`config.mk`:
```
export PLATFORM = sky130hd
export DESIGN_NAME = efa_eeprom_ctrl
export DESIGN_NICKNAME = d
export VERILOG_FILES = /design/src/core/efa_pkg.sv /design/src/core/efa_eeprom_ctrl.sv /design/src/core/efa_img_mem.sv /design/src/core/efa_pair_seq.sv
export SDC_FILE = /design/constraint.sdc
export NUM_CORES = 1
export LEC_CHECK = 0
export BUFFER_PORTS_ARGS = -buffer_cell sky130_fd_sc_hd__buf_2
export CORE_ASPECT_RATIO = 1.1
export CORE_MARGIN = 2
export CORE_UTILIZATION = 49
export CTS_BUF_LIST = sky130_fd_sc_hd__clkbuf_4
export CTS_CLUSTER_SIZE = 12
export DETAILED_ROUTE_END_ITERATION = 12
export PLACE_DENSITY = 0.65
export SETUP_SLACK_MARGIN = 0.4
export SLEW_MARGIN = 20
export SYNTH_ARGS = -nofsm -noshare
export SYNTH_HDL_FRONTEND = slang
export SYNTH_SLANG_ARGS = --single-unit
```
`constraint.sdc`:
```
create_clock -name aclk -period 6.14 [get_ports aclk]
set_input_delay 0.307 -clock aclk [delete_from_list [all_inputs] [get_ports aclk]]
set_output_delay 0.307 -clock aclk [all_outputs]
set_load 0.01 [all_outputs]
```
`src/core/efa_pkg.sv`:
```
// Constants and types shared by the EEPROM and flash access control block
package efa_pkg;

    // Register byte offsets on the AXI4-Lite bus
    localparam logic [7:0] CTRL_OFF = 8'h00;
    localparam logic [7:0] DATA_OFF = 8'h04;
    localparam logic [7:0] STAT_OFF = 8'h08;

    // Control register field positions, plus the status register error bit
    localparam int PRESENT_BIT = 0;
    localparam int RD_BIT = 1;
    localparam int WR_BIT = 2;
    localparam int SUMERR_BIT = 4;
    localparam int MULTI_BIT = 5;
    localparam int SINGLE_BIT = 6;
    localparam int ADDR_LO = 8;
    localparam int ADDR_HI = 12;
    localparam int TIM_LO = 16;
    localparam int TIM_HI = 19;
    localparam int FLASH_BIT = 20;
    localparam int GATE_BIT = 21;
    localparam int CMDERR_BIT = 0;

    // Values after reset
    localparam logic RD_RST = 1'b1;
    localparam logic WR_RST = 1'b0;
    localparam logic MULTI_RST = 1'b1;
    localparam logic SINGLE_RST = 1'b0;
    localparam logic GATE_RST = 1'b0;
    localparam logic [4:0] ADDR_RST = 5'h00;
    localparam logic [3:0] TIM_RST = 4'h0;
    localparam logic [31:0] DATA_RST = 32'h0000_0000;

    // Reload image: 16 dwords, then the stored checksum dword
    localparam int IMG_DEPTH = 16;
    localparam int IMG_AW = 4;
    localparam logic [4:0] SUM_IDX = 5'h10;

    // AXI responses
    localparam logic [1:0] RESP_OKAY = 2'h0;
    localparam logic [1:0] RESP_SLVERR = 2'h2;

    typedef enum logic [1:0] {
        ST_IDLE = 2'b00,
        ST_RELOAD = 2'b01,
        ST_SINGLE = 2'b10
    } efa_state_e;

    typedef enum logic [1:0] {
        SQ_IDLE = 2'b00,
        SQ_LO = 2'b01,
        SQ_HI = 2'b10
    } efa_seq_e;

endpackage : efa_pkg

```
`src/core/efa_eeprom_ctrl.sv`:
```
// EEPROM and expansion flash access control with AXI4-Lite registers
// What this block does
// - Multiple-access plus read command reloads every EEPROM-backed CSR from EEPROM.
// - Multiple-access bit stays set during reload, then self-clears.
// - Multiple-access with write command is an error; no multi-word write happens.
// - Multiple-access bit resets to one, so reload runs after any reset.
// - Single-access with read command reads addressed dword into data register.
// - Single-access with write command writes data register to addressed dword.
// - Single-access bit stays set until the access completes, then self-clears.
// - Bits 12:8 hold the dword offset for single accesses; reset zero.
// - Dword n is words 2n and 2n+1; both words are accessed.
// - Read-only bit 20 shows one for flash, zero for ROM.
// - Memory writes reach the flash only while bit 21 is set.
// - Bits 19:16 are a read/write ROM timing field, reset zero.
// - Reload sums the data read and compares with stored checksum.
// - Checksum mismatch on reload sets control register bit 4.
// - Read-only bit 0 reads one when an EEPROM is attached.
// - Read command bit 1 resets to one; reads need multi or single bit.
// - Write command bit 2 resets to zero; writes need the single bit.
//
// The AXI4-Lite slave port and the address map are this design's own decisions.
`timescale 1ns/1ps
module efa_eeprom_ctrl (
    // Clock and reset
    input wire logic aclk,
    input wire logic aresetn,
    // AXI4-Lite write channels
    input wire logic [7:0] awaddr,
    input wire logic awvalid,
    output logic awready,
    input wire logic [31:0] wdata,
    input wire logic [3:0] wstrb,
    input wire logic wvalid,
    output logic wready,
    output logic [1:0] bresp,
    output logic bvalid,
    input wire logic bready,
    // AXI4-Lite read channels
    input wire logic [7:0] araddr,
    input wire logic arvalid,
    output logic arready,
    output logic [31:0] rdata,
    output logic [1:0] rresp,
    output logic rvalid,
    input wire logic rready,
    // Chip status and soft reset
    input wire logic soft_reset,
    input wire logic nv_device_present,
    input wire logic flash_attached,
    // EEPROM word port
    output logic word_req,
    output logic word_we,
    output logic [5:0] word_addr,
    output logic [15:0] word_wdata,
    input wire logic word_ack,
    input wire logic [15:0] word_rdata,
    // Reloaded CSR image to the rest of the chip
    input wire logic [3:0] csr_img_index,
    output logic [31:0] csr_img_value,
    // Expansion ROM write gating
    input wire logic rom_wr_req,
    output logic flash_wr_strobe,
    output logic [3:0] rom_timing
);

    // AXI slave state
    logic aw_full_r, w_full_r, bvalid_r, rvalid_r;
    logic [7:0] aw_addr_r;
    logic [31:0] w_data_r, rdata_r;
    logic [3:0] w_strb_r;
    logic [1:0] bresp_r, rresp_r;

    // Control state and sequencer results
    logic rd_sel_r, wr_sel_r, multi_r, single_r, sum_err_r, cmd_err_r, gate_r, kick_r, seq_done;
    logic [4:0] addr_r, idx_r;
    logic [3:0] timing_r;
    logic [31:0] data_r, sum_r, seq_rdata;
    efa_pkg::efa_state_e state_r;

    // Bus decode
    assign awready = !aw_full_r;
    assign wready = !w_full_r;
    assign arready = !rvalid_r;
    assign bvalid = bvalid_r;
    assign bresp = bresp_r;
    assign rvalid = rvalid_r;
    assign rdata = rdata_r;
    assign rresp = rresp_r;

    wire wr_fire = aw_full_r && w_full_r && !bvalid_r;
    wire rd_fire = arvalid && !rvalid_r;
    wire wr_ctrl = wr_fire && aw_addr_r[7:2] == efa_pkg::CTRL_OFF[7:2];
    wire wr_data = wr_fire && aw_addr_r[7:2] == efa_pkg::DATA_OFF[7:2];
    wire wr_stat = wr_fire && aw_addr_r[7:2] == efa_pkg::STAT_OFF[7:2];
    wire wr_hit = wr_ctrl || wr_data || wr_stat;
    wire rd_ctrl = araddr[7:2] == efa_pkg::CTRL_OFF[7:2];
    wire rd_data = araddr[7:2] == efa_pkg::DATA_OFF[7:2];
    wire rd_stat = araddr[7:2] == efa_pkg::STAT_OFF[7:2];
    wire rd_hit = rd_ctrl || rd_data || rd_stat;
    wire [31:0] wmask = {{8{w_strb_r[3]}}, {8{w_strb_r[2]}}, {8{w_strb_r[1]}}, {8{w_strb_r[0]}}};

    // Register read views, reserved bits tied to zero
    wire [31:0] ctrl_rd = {10'h000, gate_r, flash_attached, timing_r, 3'h0, addr_r, 1'b0,
        single_r, multi_r, sum_err_r, 1'b0, wr_sel_r, rd_sel_r, nv_device_present};
    wire [31:0] stat_rd = {31'h0000_0000, cmd_err_r};
    wire [31:0] rd_mux = rd_ctrl ? ctrl_rd : (rd_data ? data_r : (rd_stat ? stat_rd : 32'h0));
    wire [31:0] ctrl_wv = (ctrl_rd & ~wmask) | (w_data_r & wmask);
    wire [31:0] data_wv = (data_r & ~wmask) | (w_data_r & wmask);
    wire [31:0] stat_wv = w_data_r & wmask;

    // Command decode
    wire cmd_lock = multi_r || single_r;
    wire cmd_wr = wr_ctrl && !cmd_lock;
    wire c_rd = ctrl_wv[efa_pkg::RD_BIT];
    wire c_wr = ctrl_wv[efa_pkg::WR_BIT];
    wire c_multi = ctrl_wv[efa_pkg::MULTI_BIT];
    wire c_single = ctrl_wv[efa_pkg::SINGLE_BIT];
    wire good_multi = c_rd && !c_wr && !c_single;
    wire good_single = (c_rd ^ c_wr) && !c_multi;
    wire cmd_bad = cmd_wr && ((c_multi && !good_multi) || (c_single && !good_single));
    wire multi_set = cmd_wr && c_multi && good_multi;
    wire single_set = cmd_wr && c_single && good_single;

    // Sequencing
    wire idle = (state_r == efa_pkg::ST_IDLE);
    wire reload_start = idle && multi_r && nv_device_present;
    wire single_start = idle && !multi_r && single_r && nv_device_present;
    wire reload_done = (state_r == efa_pkg::ST_RELOAD) && seq_done;
    wire last_dword = (idx_r == efa_pkg::SUM_IDX);
    wire chk_end = reload_done && last_dword;
    wire chk_fail = chk_end && (seq_rdata != sum_r);
    wire img_we = reload_done && !last_dword;
    wire single_done = (state_r == efa_pkg::ST_SINGLE) && seq_done;
    wire multi_clr = chk_end || (idle && multi_r && !nv_device_present);
    wire single_clr = single_done || (idle && !multi_r && single_r && !nv_device_present);
    wire multi_nxt = soft_reset || multi_set || (multi_r && !multi_clr);
    wire single_nxt = single_set || (single_r && !single_clr);
    wire sum_err_nxt = chk_fail || (sum_err_r && !reload_start);
    wire cmd_err_nxt = cmd_bad || (cmd_err_r && !(wr_stat && stat_wv[efa_pkg::CMDERR_BIT]));
    wire seq_write = (state_r == efa_pkg::ST_SINGLE) && wr_sel_r;
    wire [4:0] seq_off = (state_r == efa_pkg::ST_RELOAD) ? idx_r : addr_r;

    assign flash_wr_strobe = rom_wr_req && gate_r && flash_attached;
    assign rom_timing = timing_r;

    // AXI write channel capture and response
    always_ff @(posedge aclk)
    begin
        if (!aresetn)
        begin
            aw_full_r <= 1'b0;
            aw_addr_r <= 8'h00;
            w_full_r <= 1'b0;
            w_data_r <= 32'h0000_0000;
            w_strb_r <= 4'h0;
            bvalid_r <= 1'b0;
            bresp_r <= efa_pkg::RESP_OKAY;
        end
        else
        begin
            if (awvalid && !aw_full_r)
            begin
                aw_full_r <= 1'b1;
                aw_addr_r <= awaddr;
            end
            if (wvalid && !w_full_r)
            begin
                w_full_r <= 1'b1;
                w_data_r <= wdata;
                w_strb_r <= wstrb;
            end
            if (wr_fire)
            begin
                aw_full_r <= 1'b0;
                w_full_r <= 1'b0;
                bvalid_r <= 1'b1;
                bresp_r <= wr_hit ? efa_pkg::RESP_OKAY : efa_pkg::RESP_SLVERR;
            end
            else if (bvalid_r && bready)
                bvalid_r <= 1'b0;
        end
    end

    // AXI read channel
    always_ff @(posedge aclk)
    begin
        if (!aresetn)
        begin
            rvalid_r <= 1'b0;
            rdata_r <= 32'h0000_0000;
            rresp_r <= efa_pkg::RESP_OKAY;
        end
        else if (rd_fire)
        begin
            rvalid_r <= 1'b1;
            rdata_r <= rd_mux;
            rresp_r <= rd_hit ? efa_pkg::RESP_OKAY : efa_pkg::RESP_SLVERR;
        end
        else if (rvalid_r && rready)
            rvalid_r <= 1'b0;
    end

    // Control register fields
    always_ff @(posedge aclk)
    begin
        if (!aresetn)
        begin
            rd_sel_r <= efa_pkg::RD_RST;
            wr_sel_r <= efa_pkg::WR_RST;
            multi_r <= efa_pkg::MULTI_RST;
            single_r <= efa_pkg::SINGLE_RST;
            addr_r <= efa_pkg::ADDR_RST;
            timing_r <= efa_pkg::TIM_RST;
            gate_r <= efa_pkg::GATE_RST;
            sum_err_r <= 1'b0;
            cmd_err_r <= 1'b0;
        end
        else
        begin
            multi_r <= multi_nxt;
            single_r <= single_nxt;
            sum_err_r <= sum_err_nxt;
            cmd_err_r <= cmd_err_nxt;
            if (soft_reset)
            begin
                rd_sel_r <= efa_pkg::RD_RST;
                wr_sel_r <= efa_pkg::WR_RST;
            end
            else if (cmd_wr)
            begin
                rd_sel_r <= c_rd;
                wr_sel_r <= c_wr;
                addr_r <= ctrl_wv[efa_pkg::ADDR_HI:efa_pkg::ADDR_LO];
            end
            if (wr_ctrl)
            begin
                timing_r <= ctrl_wv[efa_pkg::TIM_HI:efa_pkg::TIM_LO];
                gate_r <= ctrl_wv[efa_pkg::GATE_BIT];
            end
        end
    end

    // Data register: software writes, single reads fill it
    always_ff @(posedge aclk)
    begin
        if (!aresetn)
            data_r <= efa_pkg::DATA_RST;
        else if (single_done && !wr_sel_r)
            data_r <= seq_rdata;
        else if (wr_data && !single_r)
            data_r <= data_wv;
    end

    // Access sequencer
    always_ff @(posedge aclk)
    begin
        if (!aresetn)
        begin
            state_r <= efa_pkg::ST_IDLE;
            kick_r <= 1'b0;
            idx_r <= 5'h00;
            sum_r <= 32'h0000_0000;
        end
        else
        begin
            kick_r <= 1'b0;
            unique case (state_r)
                efa_pkg::ST_IDLE:
                begin
                    idx_r <= 5'h00;
                    sum_r <= 32'h0000_0000;
                    if (reload_start || single_start)
                    begin
                        state_r <= reload_start ? efa_pkg::ST_RELOAD : efa_pkg::ST_SINGLE;
                        kick_r <= 1'b1;
                    end
                end
                efa_pkg::ST_RELOAD:
                    if (seq_done)
                    begin
                        if (last_dword)
                            state_r <= efa_pkg::ST_IDLE;
                        else
                        begin
                            sum_r <= sum_r + seq_rdata;
                            idx_r <= idx_r + 5'h01;
                            kick_r <= 1'b1;
                        end
                    end
                efa_pkg::ST_SINGLE:
                    if (seq_done)
                        state_r <= efa_pkg::ST_IDLE;
                default:
                    state_r <= efa_pkg::ST_IDLE;
            endcase
        end
    end

    efa_pair_seq u_seq (
        .aclk(aclk),
        .aresetn(aresetn),
        .start(kick_r),
        .write(seq_write),
        .dword_off(seq_off),
        .wdata(data_r),
        .done(seq_done),
        .rdata(seq_rdata),
        .word_req(word_req),
        .word_we(word_we),
        .word_addr(word_addr),
        .word_wdata(word_wdata),
        .word_ack(word_ack),
        .word_rdata(word_rdata)
    );

    efa_img_mem u_img (
        .aclk(aclk),
        .aresetn(aresetn),
        .we(img_we),
        .waddr(idx_r[3:0]),
        .wdata(seq_rdata),
        .raddr(csr_img_index),
        .rdata(csr_img_value)
    );

    // Checks
    reload_busy_a: assert property (@(posedge aclk) disable iff (!aresetn)
        (state_r == efa_pkg::ST_RELOAD) |-> multi_r)
        else $error("Multiple-access bit dropped during reload");
    reload_clear_a: assert property (@(posedge aclk) disable iff (!aresetn)
        (chk_end && !soft_reset) |=> !multi_r && state_r == efa_pkg::ST_IDLE)
        else $error("Multiple-access bit not cleared after reload");
    multi_write_a: assert property (@(posedge aclk) disable iff (!aresetn)
        (cmd_wr && c_multi && c_wr) |=> cmd_err_r && !single_r && state_r == efa_pkg::ST_IDLE)
        else $error("Multi-word write was not refused");
    reset_reload_a: assert property (@(posedge aclk) disable iff (!aresetn)
        $rose(aresetn) |-> multi_r && rd_sel_r && !wr_sel_r)
        else $error("Reload not armed after reset");
    single_read_a: assert property (@(posedge aclk) disable iff (!aresetn)
        (single_done && !wr_sel_r) |=> data_r == $past(seq_rdata) && !single_r)
        else $error("Single read data not captured");
    single_busy_a: assert property (@(posedge aclk) disable iff (!aresetn)
        (state_r == efa_pkg::ST_SINGLE) |-> single_r)
        else $error("Single-access bit dropped during access");
    flash_gate_a: assert property (@(posedge aclk) disable iff (!aresetn)
        (wr_ctrl && w_strb_r[2]) |=> gate_r == $past(w_data_r[efa_pkg::GATE_BIT]))
        else $error("Flash write gate not taken from control write");
    sum_check_a: assert property (@(posedge aclk) disable iff (!aresetn)
        chk_fail |=> sum_err_r)
        else $error("Checksum error not flagged");
    reserved_zero_a: assert property (@(posedge aclk) disable iff (!aresetn)
        (rd_fire && rd_ctrl) |=> rdata[31:22] == 10'h000 && rdata[15:13] == 3'h0 && !rdata[7])
        else $error("Reserved control bits read nonzero");
    busy_ignore_a: assert property (@(posedge aclk) disable iff (!aresetn)
        (wr_ctrl && cmd_lock && !soft_reset) |=> $stable(addr_r) && $stable(wr_sel_r))
        else $error("Command write taken while busy");
    reload_done_c: cover property (@(posedge aclk) disable iff (!aresetn) chk_end);
    reload_fail_c: cover property (@(posedge aclk) disable iff (!aresetn) chk_fail);
    single_rd_c: cover property (@(posedge aclk) disable iff (!aresetn) single_done && !wr_sel_r);
    single_wr_c: cover property (@(posedge aclk) disable iff (!aresetn) single_done && wr_sel_r);

endmodule : efa_eeprom_ctrl

```
`src/core/efa_img_mem.sv`:
```
// Reloaded configuration image store with registered read data
`timescale 1ns/1ps
module efa_img_mem (
    // Clock and reset
    input wire logic aclk,
    input wire logic aresetn,
    // Write port
    input wire logic we,
    input wire logic [efa_pkg::IMG_AW-1:0] waddr,
    input wire logic [31:0] wdata,
    // Read port
    input wire logic [efa_pkg::IMG_AW-1:0] raddr,
    output logic [31:0] rdata
);

    logic [31:0] mem [efa_pkg::IMG_DEPTH];
    logic [31:0] rdata_r;

    always_ff @(posedge aclk)
    begin
        if (we)
        begin
            mem[waddr] <= wdata;
        end
    end

    always_ff @(posedge aclk)
    begin
        if (!aresetn)
            rdata_r <= 32'h0000_0000;
        else
            rdata_r <= mem[raddr];
    end

    assign rdata = rdata_r;

endmodule : efa_img_mem

```
`src/core/efa_pair_seq.sv`:
```
// Dword access split into two 16-bit word accesses, low word first
`timescale 1ns/1ps
module efa_pair_seq (
    // Clock and reset
    input wire logic aclk,
    input wire logic aresetn,
    // Dword request
    input wire logic start,
    input wire logic write,
    input wire logic [4:0] dword_off,
    input wire logic [31:0] wdata,
    output logic done,
    output logic [31:0] rdata,
    // Word port to the EEPROM interface
    output logic word_req,
    output logic word_we,
    output logic [5:0] word_addr,
    output logic [15:0] word_wdata,
    input wire logic word_ack,
    input wire logic [15:0] word_rdata
);

    efa_pkg::efa_seq_e state_r;
    logic [4:0] off_r;
    logic we_r;
    logic [31:0] wd_r;
    logic [31:0] rdata_r;
    logic done_r;
    wire is_hi = (state_r == efa_pkg::SQ_HI);

    // Dword n covers words 2n and 2n+1
    assign word_req = (state_r != efa_pkg::SQ_IDLE);
    assign word_addr = {off_r, is_hi};
    assign word_we = we_r;
    assign word_wdata = is_hi ? wd_r[31:16] : wd_r[15:0];
    assign done = done_r;
    assign rdata = rdata_r;

    always_ff @(posedge aclk)
    begin
        if (!aresetn)
        begin
            state_r <= efa_pkg::SQ_IDLE;
            off_r <= 5'h00;
            we_r <= 1'b0;
            wd_r <= 32'h0000_0000;
            rdata_r <= 32'h0000_0000;
            done_r <= 1'b0;
        end
        else
        begin
            done_r <= 1'b0;
            unique case (state_r)
                efa_pkg::SQ_IDLE:
                    if (start)
                    begin
                        off_r <= dword_off;
                        we_r <= write;
                        wd_r <= wdata;
                        state_r <= efa_pkg::SQ_LO;
                    end
                efa_pkg::SQ_LO:
                    if (word_ack)
                    begin
                        rdata_r[15:0] <= word_rdata;
                        state_r <= efa_pkg::SQ_HI;
                    end
                efa_pkg::SQ_HI:
                    if (word_ack)
                    begin
                        rdata_r[31:16] <= word_rdata;
                        state_r <= efa_pkg::SQ_IDLE;
                        done_r <= 1'b1;
                    end
                default:
                    state_r <= efa_pkg::SQ_IDLE;
            endcase
        end
    end

    pair_order_a: assert property (@(posedge aclk) disable iff (!aresetn)
        (word_ack && state_r == efa_pkg::SQ_LO) |=>
            word_req && word_addr[0] && word_addr[5:1] == $past(word_addr[5:1]))
        else $error("High word does not follow low word of the same dword");

endmodule : efa_pair_seq

```
# After elaboration in Yosys (flattened, before gate mapping)
# Memories as Yosys holds them, arrays and structs flattened. A register that Yosys moved wholly into a read port is not among the register bits.
# Index checks and enable logic that the tools add are counted.
[word_totals]
reg_bits = 245
mem_bits_rw = 512
input_bits = 84
output_inout_bits = 102
elab_cells = 193
mem_count = 1
[classes]
add_sub_neg = 2
eq_ne = 18
mux = 36
bitwise = 9
n_reduce_logical = 96
[mem_list]
columns = ["memory", "words", "word_bits", "rd", "rd_clocked_by_memory_dff", "wr", "line_no", "rtl"]
rows = [
  ["u_img.mem", 16, 32, 1, 1, 1, "efa_img_mem.sv:16", "logic [31:0] mem [efa_pkg::IMG_DEPTH];"],
]
[op_table]
columns = ["cell", "n"]
rows = [
  ["32-bit 2-to-1 mux", 6],
  ["32-bit AND", 2],
  ["32-bit one-hot mux with 2 select lines", 1],
  ["1-bit logical AND", 43],
  ["32-bit adder", 1],
  ["32-bit inequality test", 1],
  ["32-bit NOT", 1],
  ["32-bit bitwise OR", 1],
  ["22-bit AND", 1],
  ["22-bit bitwise OR", 1],
  ["1-bit logical NOT", 20],
  ["2-bit 2-to-1 mux", 10],
  ["16-bit 2-to-1 mux", 1],
  ["5-bit 2-to-1 mux", 3],
  ["1-bit logical OR", 14],
  ["6-bit by 1-bit equality test with 1-bit output, second input constant", 2],
  ["6-bit by 2-bit equality test with 1-bit output, second input constant", 2],
  ["6-bit logical NOT", 2],
  ["2-bit one-hot mux with 3 select lines", 2],
  ["1-bit 2-to-1 mux", 11],
  ["2-bit inequality test, second input constant", 5],
  ["5-bit one-hot mux with 2 select lines", 1],
  ["2-bit AND reduction", 5],
  ["2-bit nonzero test", 5],
  ["other kinds (12)", 20],
]

# Logic depth before layout (Yosys ltp)
# Gate-level depths: netlist (run 1).
[logic_depth]
ltp_word = 11
mapped_depth = 11
depth_no_buf = 11

# By module
# From an unflattened synthesis (run 1), not the netlist that was laid out.
[unflattened]
cells_unflattened = 2465
hier_area_um2 = 32135.8
[by_module_without_submodules]
columns = ["mod", "n_inst", "cells_each", "area_each_um2", "seq_area_each_um2"]
rows = [
  ["efa_img_mem", 1, 1079, 20534.7, 16015.4],
  ["efa_eeprom_ctrl", 1, 1066, 8503.2, 3363.2],
  ["efa_pair_seq", 1, 320, 3098.0, 1461.4],
]

# Worst setup path after synthesis (run 1)
# No wires, ideal clock.
[synth_path]
path_type = "register -> register"
startpoint = "reg idx_r[0]"
endpoint = "mem u_img.mem[0][0] (enable)"
setup_ps = 461
arrival_ps = 3950
required_time_ps = 5679
path_slack_ps = 1729
stages_incl_launch_ff = 11
path_buffers = 1
period_less_slack_ps = 4411
path_cell_list = "dfxtp_1 > inv_1 > ha_1 > nand2_1 > nor3_1 > nor3_4 > nor2_4 > nor2_2 > buf_2 > nand2_1 > nor3_1"
[synth_via]
elab_chain_len = 5
[synth_rtl]
columns = ["element", "line_no", "rtl"]
rows = [
  ["start: declaration", "efa_eeprom_ctrl.sv:75", "logic [4:0] addr_r, idx_r;"],
  ["start signal: assignment", "efa_eeprom_ctrl.sv:286", "idx_r <= idx_r + 5'h01;"],
  ["5-bit equality test", "efa_eeprom_ctrl.sv:129", "wire last_dword = (idx_r == efa_pkg::SUM_IDX);"],
  ["1-bit logical NOT", "efa_eeprom_ctrl.sv:132", "wire img_we = reload_done && !last_dword;"],
  ["1-bit logical AND", "efa_eeprom_ctrl.sv:132", ""],
  ["1-bit 2-to-1 mux", "efa_img_mem.sv:21", "if (we)"],
  ["1-bit 2-to-1 mux (implied by the code)", "efa_img_mem.sv:23", "mem[waddr] <= wdata;"],
  ["end: declaration", "efa_img_mem.sv:16", ""],
]
# Parallel ways exist; a longest one is shown, timed or not.

# Worst setup path after layout (run 1)
[layout_path]
startpoint = "reg idx_r[0]"
endpoint = "mem u_img.mem[4][27] (enable)"
# Same word-level chain as after synthesis.

==> results of run 1 <==
## sequential cells by signal (all words and copies together), names as in the netlist, 2 cells and up, named ones only
| signal | cells |
|---|---|
| u_img.mem | 512 |
| state_r | 2 |
| idx_r | 5 |
| u_seq.rdata | 32 |
| w_data_r | 32 |
| u_img.rdata | 32 |
| w_strb_r | 4 |
| u_seq.wd_r | 32 |
| sum_r | 32 |
| u_seq.state_r | 2 |
| aw_addr_r | 6 |
| rdata | 32 |
| u_seq.off_r | 5 |
## cell usage after synthesis, drive strengths merged (36+ instances only)
cell and instances:
a21oi 46, nor2 71, o21ai 46, edfxtp 512, a21boi 129, and2 41
ha 36, mux4 160, clkbuf 87, dfxtp 273, nand3 89, o211a 38
nand2 342, buf 55
## logic make-up (layout without fill, tap and decap cells)
group	count (synthesis)	count (layout)	synth area share
DFF	785	785	0.654
buffers and inverters	159	674	0.0231
AOI/OAI and AO/OA	330	330	0.0755
and+or+nand+nor	667	667	0.0984
muxes	196	196	0.125
xor gates and xnor gates	32	32	0.00880
other	1	3	0.000118
adders and majority gates	37	37	0.0148
## timing repair
action | CTS | global route
setup endpoints to repair | 0 | 0
resized for setup | 0 | 0
hold buffers | 103 | 0
buffers inserted | 0 | 0
endpoints found under the hold margin | 159 | 0
## through the flow
step                hold slack (ps)  power, mW
finish                          140       10.4
global route                   54.2       10.9
CTS                            6.52       10.5
detailed placement              447       6.30
global placement                441       6.29
floorplan                       414       6.12
## tightest hold or removal path: stages
cell           delay, ps
dlygate4sd3_1        530
buf_2                120
nand2_1               40
a21boi_0              60
## how the worst max path moves through the flow
stage / startpoint / end / cells past startpoint
6_report: idx_r[0] / u_img.mem[4][27] / 11
5_1_grt: idx_r[0] / u_img.mem[3][12] / 11
4_1_cts: idx_r[0] / u_img.mem[4][27] / 11
3_5_place_dp: idx_r[0] / u_img.mem[4][21] / 11
3_3_place_gp: idx_r[0] / u_img.mem[3][21] / 11
2_1_floorplan: idx_r[0] / u_img.mem[0][0] / 10
## power breakdown
group | internal, mW | switching, mW | total (mW) | leakage, nW
Sequential | 5.64 | 0.0594 | 5.70 | 6.95
Clock | 2.21 | 1.99 | 4.20 | 1.44
Combinational | 0.251 | 0.282 | 0.533 | 5.17
Total | 8.10 | 2.33 | 10.4 | 13.6
## cell type report
class | instances | area [um^2]
flip-flops and latches | 785 | 20800
fillers | 5067 | 27500
inverters | 17 | 63.8
diodes | 1 | 2.50
clock buffers | 287 | 2150
clock inverters | 48 | 248
well taps | 850 | 1060
repair buffers | 322 | 2270
multi-input cells | 1264 | 10400
## per-layer routing
metal	wire, um	track usage	vias up
met5	0	0	-
met1	31400	0.297	10023
li1	-	-	9203
met3	5180	0.0616	182
met4	3320	0.120	0
met2	39400	0.395	701
==> flow_metrics.env, run 1 <==
export IMPL_r2r_setup_slack_ps=2500
export IMPL_postRouteWirelength_um=79300
export IMPL_setup_viol_count_final=0
export IMPL_chipHeight_um=271
export IMPL_crit_required_ps=6760
export IMPL_dpl_cell_count=3135
export IMPL_final_cell_mix="512 x edfxtp_1, 341 x nand2_1, 287 x clkbuf_4, 273 x dfxtp_1, 176 x buf_2"
export IMPL_final_net_count=2703
export IMPL_remaining_drc_errors=0
export IMPL_mostFrequentLayoutCell="edfxtp_1"
export IMPL_placed_cell_area_um2=33600
export IMPL_worstPathMaxFanout=18
export IMPL_synthesis_instances=2207
export IMPL_finalCoreUtilization=0.574
export IMPL_ir_worst_vdd_mv=0.221
export IMPL_final_period_utilization=0.593
export IMPL_clkSinkCount=785
export IMPL_drt_iter0_drc=1430
export IMPL_portBuffers=179
export IMPL_floorplan_core_area_um2=64600
export IMPL_hold_viol=0
export IMPL_powerDensity_nw_per_um2=281
export IMPL_p_leak_nw=13.6
export IMPL_synthTopCellsByArea="edfxtp_1 48%, dfxtp_1 17%, mux4_2 11%"
export IMPL_r2r_worst_path_cells=11
export IMPL_slew_limit_headroom=0.210
export IMPL_setup_ws_ps=2500
export IMPL_hpwlAfterDp_um=47200
export IMPL_crit_path_cell_trace="inv_1 > ha_1 > nand2_1 > nor3_1 > nor3_4 > nor2_4 > nor2_2 > buf_4 > nand2_1 > nor2_4 > buf_4"
export IMPL_synth_avg_cell_area_um2=14.4
export IMPL_fmaxAchievable_ghz=0.275
export IMPL_ys_dominant_reg_cell="edfxtp_1"
export IMPL_yosysUniqueCellTypes=73
export IMPL_timing_critical_path_to_type="flop"
export IMPL_grt_total_usage=0.241
export IMPL_vias=20109
export IMPL_worst_slew_pin_slew_ps=1190
export IMPL_clockRootBuffer="clkbuf_4"
export IMPL_fin_cells=3574
export IMPL_timing_worst_setup_path_type="flop to flop"
export IMPL_synth_area_um2=31900
export IMPL_post_synth_edffs=512
export IMPL_worst_skew_pair_late_latency_ps=990
export IMPL_io_pin_count=186
export IMPL_tritoncts="done"
export IMPL_finClkSkew_ps=47.9
export IMPL_hold_path_startpoint="wdata[14]"
export IMPL_final_design_area_no_fill_um2=37100
export IMPL_die_outline_area_um2=67100
export IMPL_status="finished clean"
export IMPL_cp_start_kind="flop"
export IMPL_clock_path_buffers=3
export IMPL_final_weighted_congestion_in_routability_driven_placement=0.883
export IMPL_pin_count_of_the_biggest_net_entering_global_routing=93
export IMPL_critical_path_max_stage_delay_ps=720
export IMPL_totalNegativeSetupSlack_ps=0
export IMPL_worstPathArrival_ps=4260
export IMPL_postRouteAntennaNets=0
export IMPL_synth_area_leader_cell="edfxtp_1"
export IMPL_cap_viol_max_count=0
export IMPL_final_min_clock_period_ps=3640
export IMPL_critical_path_top_delay_family="simple AND/OR/NAND/NOR gates"
export IMPL_grt_setup_unrepaired="no"
export IMPL_timing_critical_path_slowest_stage_cell="nor2_4"
export IMPL_yosys_warnings=0
export IMPL_reg_to_reg_critical_path_endpoint="u_img.mem[4][27]"
export IMPL_min_to="w_data_r[14]"
export IMPL_area_delta_synth_final_pct=16.4
export IMPL_cts_reportedPaths_clkPinSlew_ps=60
export IMPL_rr_startpoint="idx_r[0]"
export IMPL_die_width_um=247
export IMPL_yosys_area_top_type_share=0.482
export IMPL_antenna_found_initial=1
export IMPL_detail_route_vias_per_cell=5.63
export IMPL_timing_hold_worst_class="primary input to flop"
export IMPL_start_util=0.493
export IMPL_slew_violations=0
export IMPL_path_buf_inv=3
export IMPL_post_route_cells_drive_above_1_share=0.269
export IMPL_grt_pass1_vias=20854
export IMPL_place_worst_setup_slack_ps=2530
export IMPL_avgRoutedWirePerCell_um=22.2
export IMPL_global_route_overflow_total=0
export IMPL_numCtsBuffers=192
export IMPL_synth_async_reset_ratio=0
export IMPL_register_bit_count_reported_by_yosys=785
export IMPL_firstDrtPassIters=7
export IMPL_wire_length_of_the_first_global_routing_pass_um=120000
export IMPL_cts_max_level=4
export IMPL_core_rowCount=98
export IMPL_worst_hold_path_num_cells=4
export IMPL_synth_yosys_seq_area_share=0.654
Note: power is estimated with default switching activity, not from simulation.
==> inputs of run 2 (changes only) <==
--- a/config.mk
+++ b/config.mk
@@ -5,6 +5,7 @@
 export SDC_FILE = /design/constraint.sdc
 export NUM_CORES = 1
 export LEC_CHECK = 0
+export ABC_AREA = 1
 export BUFFER_PORTS_ARGS = -buffer_cell sky130_fd_sc_hd__buf_2
 export CORE_ASPECT_RATIO = 1.1
 export CORE_MARGIN = 2
@@ -12,7 +13,7 @@
 export CTS_BUF_LIST = sky130_fd_sc_hd__clkbuf_4
 export CTS_CLUSTER_SIZE = 12
 export DETAILED_ROUTE_END_ITERATION = 12
-export PLACE_DENSITY = 0.65
+export PLACE_DENSITY = 0.68
 export SETUP_SLACK_MARGIN = 0.4
 export SLEW_MARGIN = 20
 export SYNTH_ARGS = -nofsm -noshare
==> constraint.sdc (replaced) <==
create_clock -name aclk -period 3.3 [get_ports aclk]
set_input_delay 0.165 -clock aclk [delete_from_list [all_inputs] [get_ports aclk]]
set_output_delay 0.165 -clock aclk [all_outputs]
set_load 0.01 [all_outputs]
==> flow_metrics.env, run 2 <==
export IMPL_ir_worst_vdd_mv=0.283
export IMPL_synthesis_instances=3205
export IMPL_pwr_share_seq=0.529
export IMPL_postRouteAntennaNets=0
export IMPL_timing_worst_setup_path_type="primary input to flop"
export IMPL_cp_start_kind="primary input"
export IMPL_setup_viol_count_final=0
export IMPL_crit_required_ps=4240
export IMPL_chipHeight_um=273
export IMPL_fin_cells=4684
export IMPL_final_net_count=3800
export IMPL_tritoncts="done"
export IMPL_global_route_overflow_total=0
export IMPL_synthTopCellsByArea="edfxtp_1 48%, dfxtp_1 17%, o21ai_0 7.2%"
export IMPL_synth_avg_cell_area_um2=10.1
export IMPL_drt_iter0_drc=2467
export IMPL_hold_viol=0
export IMPL_cap_viol_max_count=0
export IMPL_registers_top_by_ff_count="u_img.mem"
export IMPL_clkSinkCount=785
export IMPL_post_synth_edffs=512
export IMPL_io_pin_count=186
export IMPL_numCtsBuffers=191
export IMPL_remaining_drc_errors=0
export IMPL_worst_skew_pair_late_latency_ps=1050
export IMPL_ys_dominant_reg_cell="edfxtp_1"
export IMPL_timing_hold_ws_ps=117
export IMPL_synth_area_leader_cell="edfxtp_1"
export IMPL_start_util=0.496
export IMPL_worstPathMaxFanout=30
export IMPL_clock_power_share=0.396
export IMPL_yosys_area_top_type_share=0.476
export IMPL_final_weighted_congestion_in_routability_driven_placement=0.908
export IMPL_avgRoutedWirePerCell_um=20.0
export IMPL_p_leak_nw=15.0
export IMPL_slew_violations=0
export IMPL_crit_start="wvalid"
export IMPL_cts_reportedPaths_clkPinSlew_ps=70
export IMPL_timing_hold_worst_class="primary input to flop"
export IMPL_synth_cells_most_frequent="528 x nor2_1, 512 x edfxtp_1, 468 x o21ai_0"
export IMPL_die_width_um=249
export IMPL_clockRootBuffer="clkbuf_4"
export IMPL_pin_count_of_the_biggest_net_entering_global_routing=191
export IMPL_combinationalPowerShare=0.075
export IMPL_powerDensity_nw_per_um2=517
export IMPL_post_route_cells_drive_above_1_share=0.157
export IMPL_cts_max_level=4
export IMPL_antenna_found_initial=6
export IMPL_firstDrtPassIters=6
export IMPL_timing_critical_path_to_type="flop"
export IMPL_area_delta_synth_final_pct=20.7
export IMPL_rr_startpoint="w_full_r"
export IMPL_hold_path_startpoint="word_rdata[1]"
export IMPL_final_min_clock_period_ps=2890
export IMPL_hpwlAfterDp_um=54800
export IMPL_grt_total_usage=0.273
export IMPL_synth_async_reset_ratio=0
export IMPL_register_bit_count_reported_by_yosys=785
export IMPL_vias=26057
export IMPL_yosys_warnings=0
export IMPL_power_net_switching_mw=4.94
export IMPL_post_synth_top_count_cell="nor2_1"
export IMPL_status="finished clean"
export IMPL_fmaxAchievable_ghz=0.346
export IMPL_switching_share=0.245
export IMPL_core_rowCount=98
export IMPL_postRouteWirelength_um=93900
export IMPL_clock_path_buffers=3
export IMPL_slew_limit_headroom=0.306
export IMPL_yosysUniqueCellTypes=44
export IMPL_finClkSkew_ps=85.7
export IMPL_dpl_cell_count=4130
export IMPL_detail_route_vias_per_cell=5.56
export IMPL_final_period_utilization=0.877
export IMPL_synth_yosys_seq_area_share=0.645
export IMPL_report_power_total_mw=20.2
export IMPL_portBuffers=179
export IMPL_grt_setup_unrepaired="yes"
export IMPL_die_outline_area_um2=68000
export IMPL_final_cell_mix="512 x nor2_1, 512 x edfxtp_1, 466 x o21ai_0, 398 x nand2_1, 273 x dfxtp_1"
export IMPL_finalCoreUtilization=0.599
export IMPL_cellInternalPower_mw=15.2
export IMPL_floorplan_core_area_um2=65100
export IMPL_wire_length_of_the_first_global_routing_pass_um=142000
export IMPL_synth_area_um2=32300
export IMPL_worstPathArrival_ps=3830
export IMPL_worst_slew_pin_slew_ps=1040
export IMPL_totalNegativeSetupSlack_ps=0
export IMPL_flip_flop_count_of_the_largest_register_all_copies_and_words_added=512
export IMPL_r2r_setup_slack_ps=460
export IMPL_grt_pass1_vias=25232
run 2: cell types whose count changed in the layout (fill, tap and decap cells not counted), sizes merged, moves of 129 or more:
| cell | delta |
|---|---|
| nor2 | +460 |
| o21ai | +428 |
| inv | +220 |
| mux4 | -160 |
| a21oi | +144 |
| a21boi | -129 |
run 2: kinds of logic (layout without fill, tap and decap cells):
logic type               Yosys count  in the layout  share of synthesized area
buffers and inverters            431           1052                     0.0522
flip-flops                       785            785                      0.645
AND/OR/NAND/NOR                 1076           1076                      0.134
other                              1              9                   0.000116
AO/OA/AOI/OAI                    874            874                      0.154
XOR/XNOR                           1              1                   0.000271
adder cells (fa/ha/maj)           37             37                     0.0146
run 2: stage by stage:
stage | setup WS [ps] | instance area [um^2]
2_1_floorplan | 117 | 32300
3_3_place_gp | 619 | 34500
3_5_place_dp | 599 | 34500
4_1_cts | 402 | 38900
5_1_grt | 388 | 39000
6_report | 406 | 39000
run 2: final timing paths:
kind / end / cells after the start
worst min register to register: u_seq.wd_r[27] / 2
worst max register to register: w_data_r[24] / 7
worst min-delay path: u_seq.rdata[1] / 4
worst max-delay path: w_data_r[24] / 11
run 2: cell type report:
class	instances	area, um^2
inverter	246	936
antenna	7	17.5
timing repair buffer	465	3790
clock buffer	269	2020
tap	850	1060
sequential	785	20800
clock inverter	72	422
multi-input combinational	1990	9920
fill	5280	26100
run 2: power by group through the flow:
| stage | clock network [mW] | registers (mW) | logic, mW |
|---|---|---|---|
| 2_1_floorplan | 0 | 10.9 | 0.726 |
| 3_3_place_gp | 0 | 10.9 | 1.24 |
| 3_5_place_dp | 0 | 10.9 | 1.25 |
| 4_1_cts | 8.13 | 10.6 | 1.46 |
| 5_1_grt | 8.65 | 10.7 | 1.64 |
| 6_report | 7.98 | 10.7 | 1.51 |
run 2: layer usage:
layer,track usage,share of wire
met1,0.332,0.39
met2,0.460,0.49
met3,0.0535,0.071
met4,0.152,0.051
met5,0,0
run 2: what timing repair did:
item	in CTS	in global routing
gates resized for setup	3	3
pin swaps	0	1
hold buffers	202	0
buffers inserted	0	4
endpoints found under the setup margin	16	13
gates cloned	0	0
endpoints found under the hold margin	272	0
run 2: critical path, cell delays in order:
cell	delay, ps
dlygate4sd3_1	510
buf_2	110
dlygate4sd3_1	590
inv_1	70
nor2_1	120
buf_4	320
clkinv_1	510
nor2_1	230
dlygate4sd3_1	590
nor2_1	50
dlygate4sd3_1	550
==> inputs of run 3 (changes only) <==
--- a/config.mk
+++ b/config.mk
@@ -5,7 +5,7 @@
 export SDC_FILE = /design/constraint.sdc
 export NUM_CORES = 1
 export LEC_CHECK = 0
-export ABC_AREA = 1
+export ABC_AREA = 0
 export BUFFER_PORTS_ARGS = -buffer_cell sky130_fd_sc_hd__buf_2
 export CORE_ASPECT_RATIO = 1.1
 export CORE_MARGIN = 2
==> flow_metrics.env, run 3 (synthesis results as in run 1) <==
export IMPL_chipHeight_um=271
export IMPL_tritoncts="done"
export IMPL_finalCoreUtilization=0.596
export IMPL_slew_violations=0
export IMPL_timing_worst_setup_path_type="primary input to flop"
export IMPL_wire_length_of_the_first_global_routing_pass_um=130000
export IMPL_global_route_overflow_total=0
export IMPL_numCtsBuffers=192
export IMPL_report_power_total_mw=19.8
export IMPL_status="finished clean"
export IMPL_die_outline_area_um2=67100
export IMPL_worst_path_most_repeated_cell="dlygate4sd3_1"
export IMPL_crit_path_cell_trace="dlygate4sd3_1 > buf_2 > or4_1 > dlygate4sd3_1 > nor3b_4 > buf_4 > a221oi_1 > dlygate4sd3_1 > nor3b_1"
export IMPL_postRouteWirelength_um=86200
export IMPL_flip_flop_count_of_the_largest_register_all_copies_and_words_added=512
export IMPL_avgRoutedWirePerCell_um=23.3
export IMPL_die_width_um=247
export IMPL_post_route_cells_drive_above_1_share=0.276
export IMPL_ir_worst_vdd_mv=0.315
export IMPL_floorplan_core_area_um2=64600
export IMPL_finClkSkew_ps=58.0
export IMPL_remaining_drc_errors=0
export IMPL_vias=21299
export IMPL_area_delta_synth_final_pct=20.9
export IMPL_worst_skew_pair_late_latency_ps=1010
export IMPL_p_leak_nw=14.2
export IMPL_place_worst_setup_slack_ps=437
export IMPL_detail_route_vias_per_cell=5.75
export IMPL_postRouteAntennaNets=0
export IMPL_cp_start_kind="primary input"
export IMPL_core_rowCount=98
export IMPL_pin_count_of_the_biggest_net_entering_global_routing=96
export IMPL_grt_pass1_vias=21837
export IMPL_slew_limit_headroom=0.257
export IMPL_critical_path_max_stage_delay_ps=660
export IMPL_cts_max_level=4
export IMPL_clock_path_buffers=3
export IMPL_timing_hold_ws_ps=78.0
export IMPL_setup_ws_ps=548
export IMPL_multi_input_area_um2=10500
export IMPL_worstPathArrival_ps=3680
export IMPL_totalNegativeSetupSlack_ps=0
export IMPL_start_util=0.493
export IMPL_timing_hold_worst_class="primary input to flop"
export IMPL_mostFrequentLayoutCell="edfxtp_1"
export IMPL_seqCellArea_um2=20800
export IMPL_final_period_utilization=0.834
export IMPL_cap_viol_max_count=0
export IMPL_portBuffers=179
export IMPL_filler_cell_count=4875
export IMPL_registers_top_by_ff_count="u_img.mem"
export IMPL_clockRootBuffer="clkbuf_4"
export IMPL_io_pin_count=186
export IMPL_grt_setup_unrepaired="no"
export IMPL_powerDensity_nw_per_um2=515
export IMPL_firstDrtPassIters=6
export IMPL_final_weighted_congestion_in_routability_driven_placement=0.915
export IMPL_cts_reportedPaths_clkPinSlew_ps=80
export IMPL_timing_critical_path_to_type="flop"
export IMPL_final_min_clock_period_ps=2750
export IMPL_hpwlAfterDp_um=52600
export IMPL_timing_critical_path_slowest_stage_cell="dlygate4sd3_1"
export IMPL_fmaxAchievable_ghz=0.363
export IMPL_worstPathMaxFanout=31
export IMPL_grt_total_usage=0.260
export IMPL_setup_viol_count_final=0
export IMPL_final_net_count=2824
export IMPL_antenna_found_initial=2
export IMPL_crit_required_ps=4230
export IMPL_hold_viol=0
export IMPL_final_cell_mix="512 x edfxtp_1, 339 x nand2_1, 297 x clkbuf_4, 272 x dfxtp_1, 180 x dlygate4sd3_1"
export IMPL_drt_iter0_drc=1987
export IMPL_worst_slew_pin_slew_ps=1110
export IMPL_clkSinkCount=785
-- run 3: final timing paths --
path                 startpoint             end  slack, ps  cells after the start
setup / recovery      araddr[5]       rdata[20]        550                      9
hold / removal    word_rdata[0]  u_seq.rdata[0]         80                      4
setup reg to reg     state_r[1]            flop        570                      5
hold reg to reg       sum_r[17]       sum_r[17]        450                      2
-- run 3: layout make-up --
cell class / instances / share of cell area
diodes: 3 / 0.000195
repair buffers: 443 / 0.0934
clock buffers: 297 / 0.0578
clock inverters: 45 / 0.00698
well taps: 850 / 0.0276
flip-flops and latches: 785 / 0.541
multi-input cells: 1264 / 0.272
inverters: 17 / 0.00166
-- run 3: metal layers --
layer  global-route usage  share of wire  vias to the layer above
met2                0.432           0.50                      924
li1                     -              -                     9442
met4                0.119          0.043                        0
met3               0.0579          0.068                      189
met5                    0              0                        -
met1                0.326           0.39                    10744
-- run 3: timing repair --
| item | CTS | global route |
|---|---|---|
| pin swaps | 0 | 1 |
| buffers inserted | 0 | 1 |
| setup endpoints to repair | 2 | 231 |
| hold buffers | 180 | 0 |
| resized for setup | 1 | 0 |
| endpoints found under the hold margin | 194 | 0 |
-- run 3: report_power, final --
| part | internal, mW | total, mW | switching, mW |
|---|---|---|---|
| combinational | 0.551 | 1.16 | 0.606 |
| sequential | 10.5 | 10.6 | 0.0791 |
| clock | 4.31 | 8.12 | 3.81 |
| total | 15.4 | 19.8 | 4.49 |
-- run 3: worst max-delay path, delay by kind of cell --
family	cells	cell delay (ps)
buf+inv	5	2340
simple gates	3	1000
compound gates	1	160
-- run 3: metrics by stage --
step | instance area [um^2] | std cells
2_1_floorplan | 32000 | 2208
3_3_place_gp | 34200 | 3178
3_5_place_dp | 34200 | 3178
4_1_cts | 38500 | 3700
5_1_grt | 38500 | 3703
6_report | 38500 | 3704
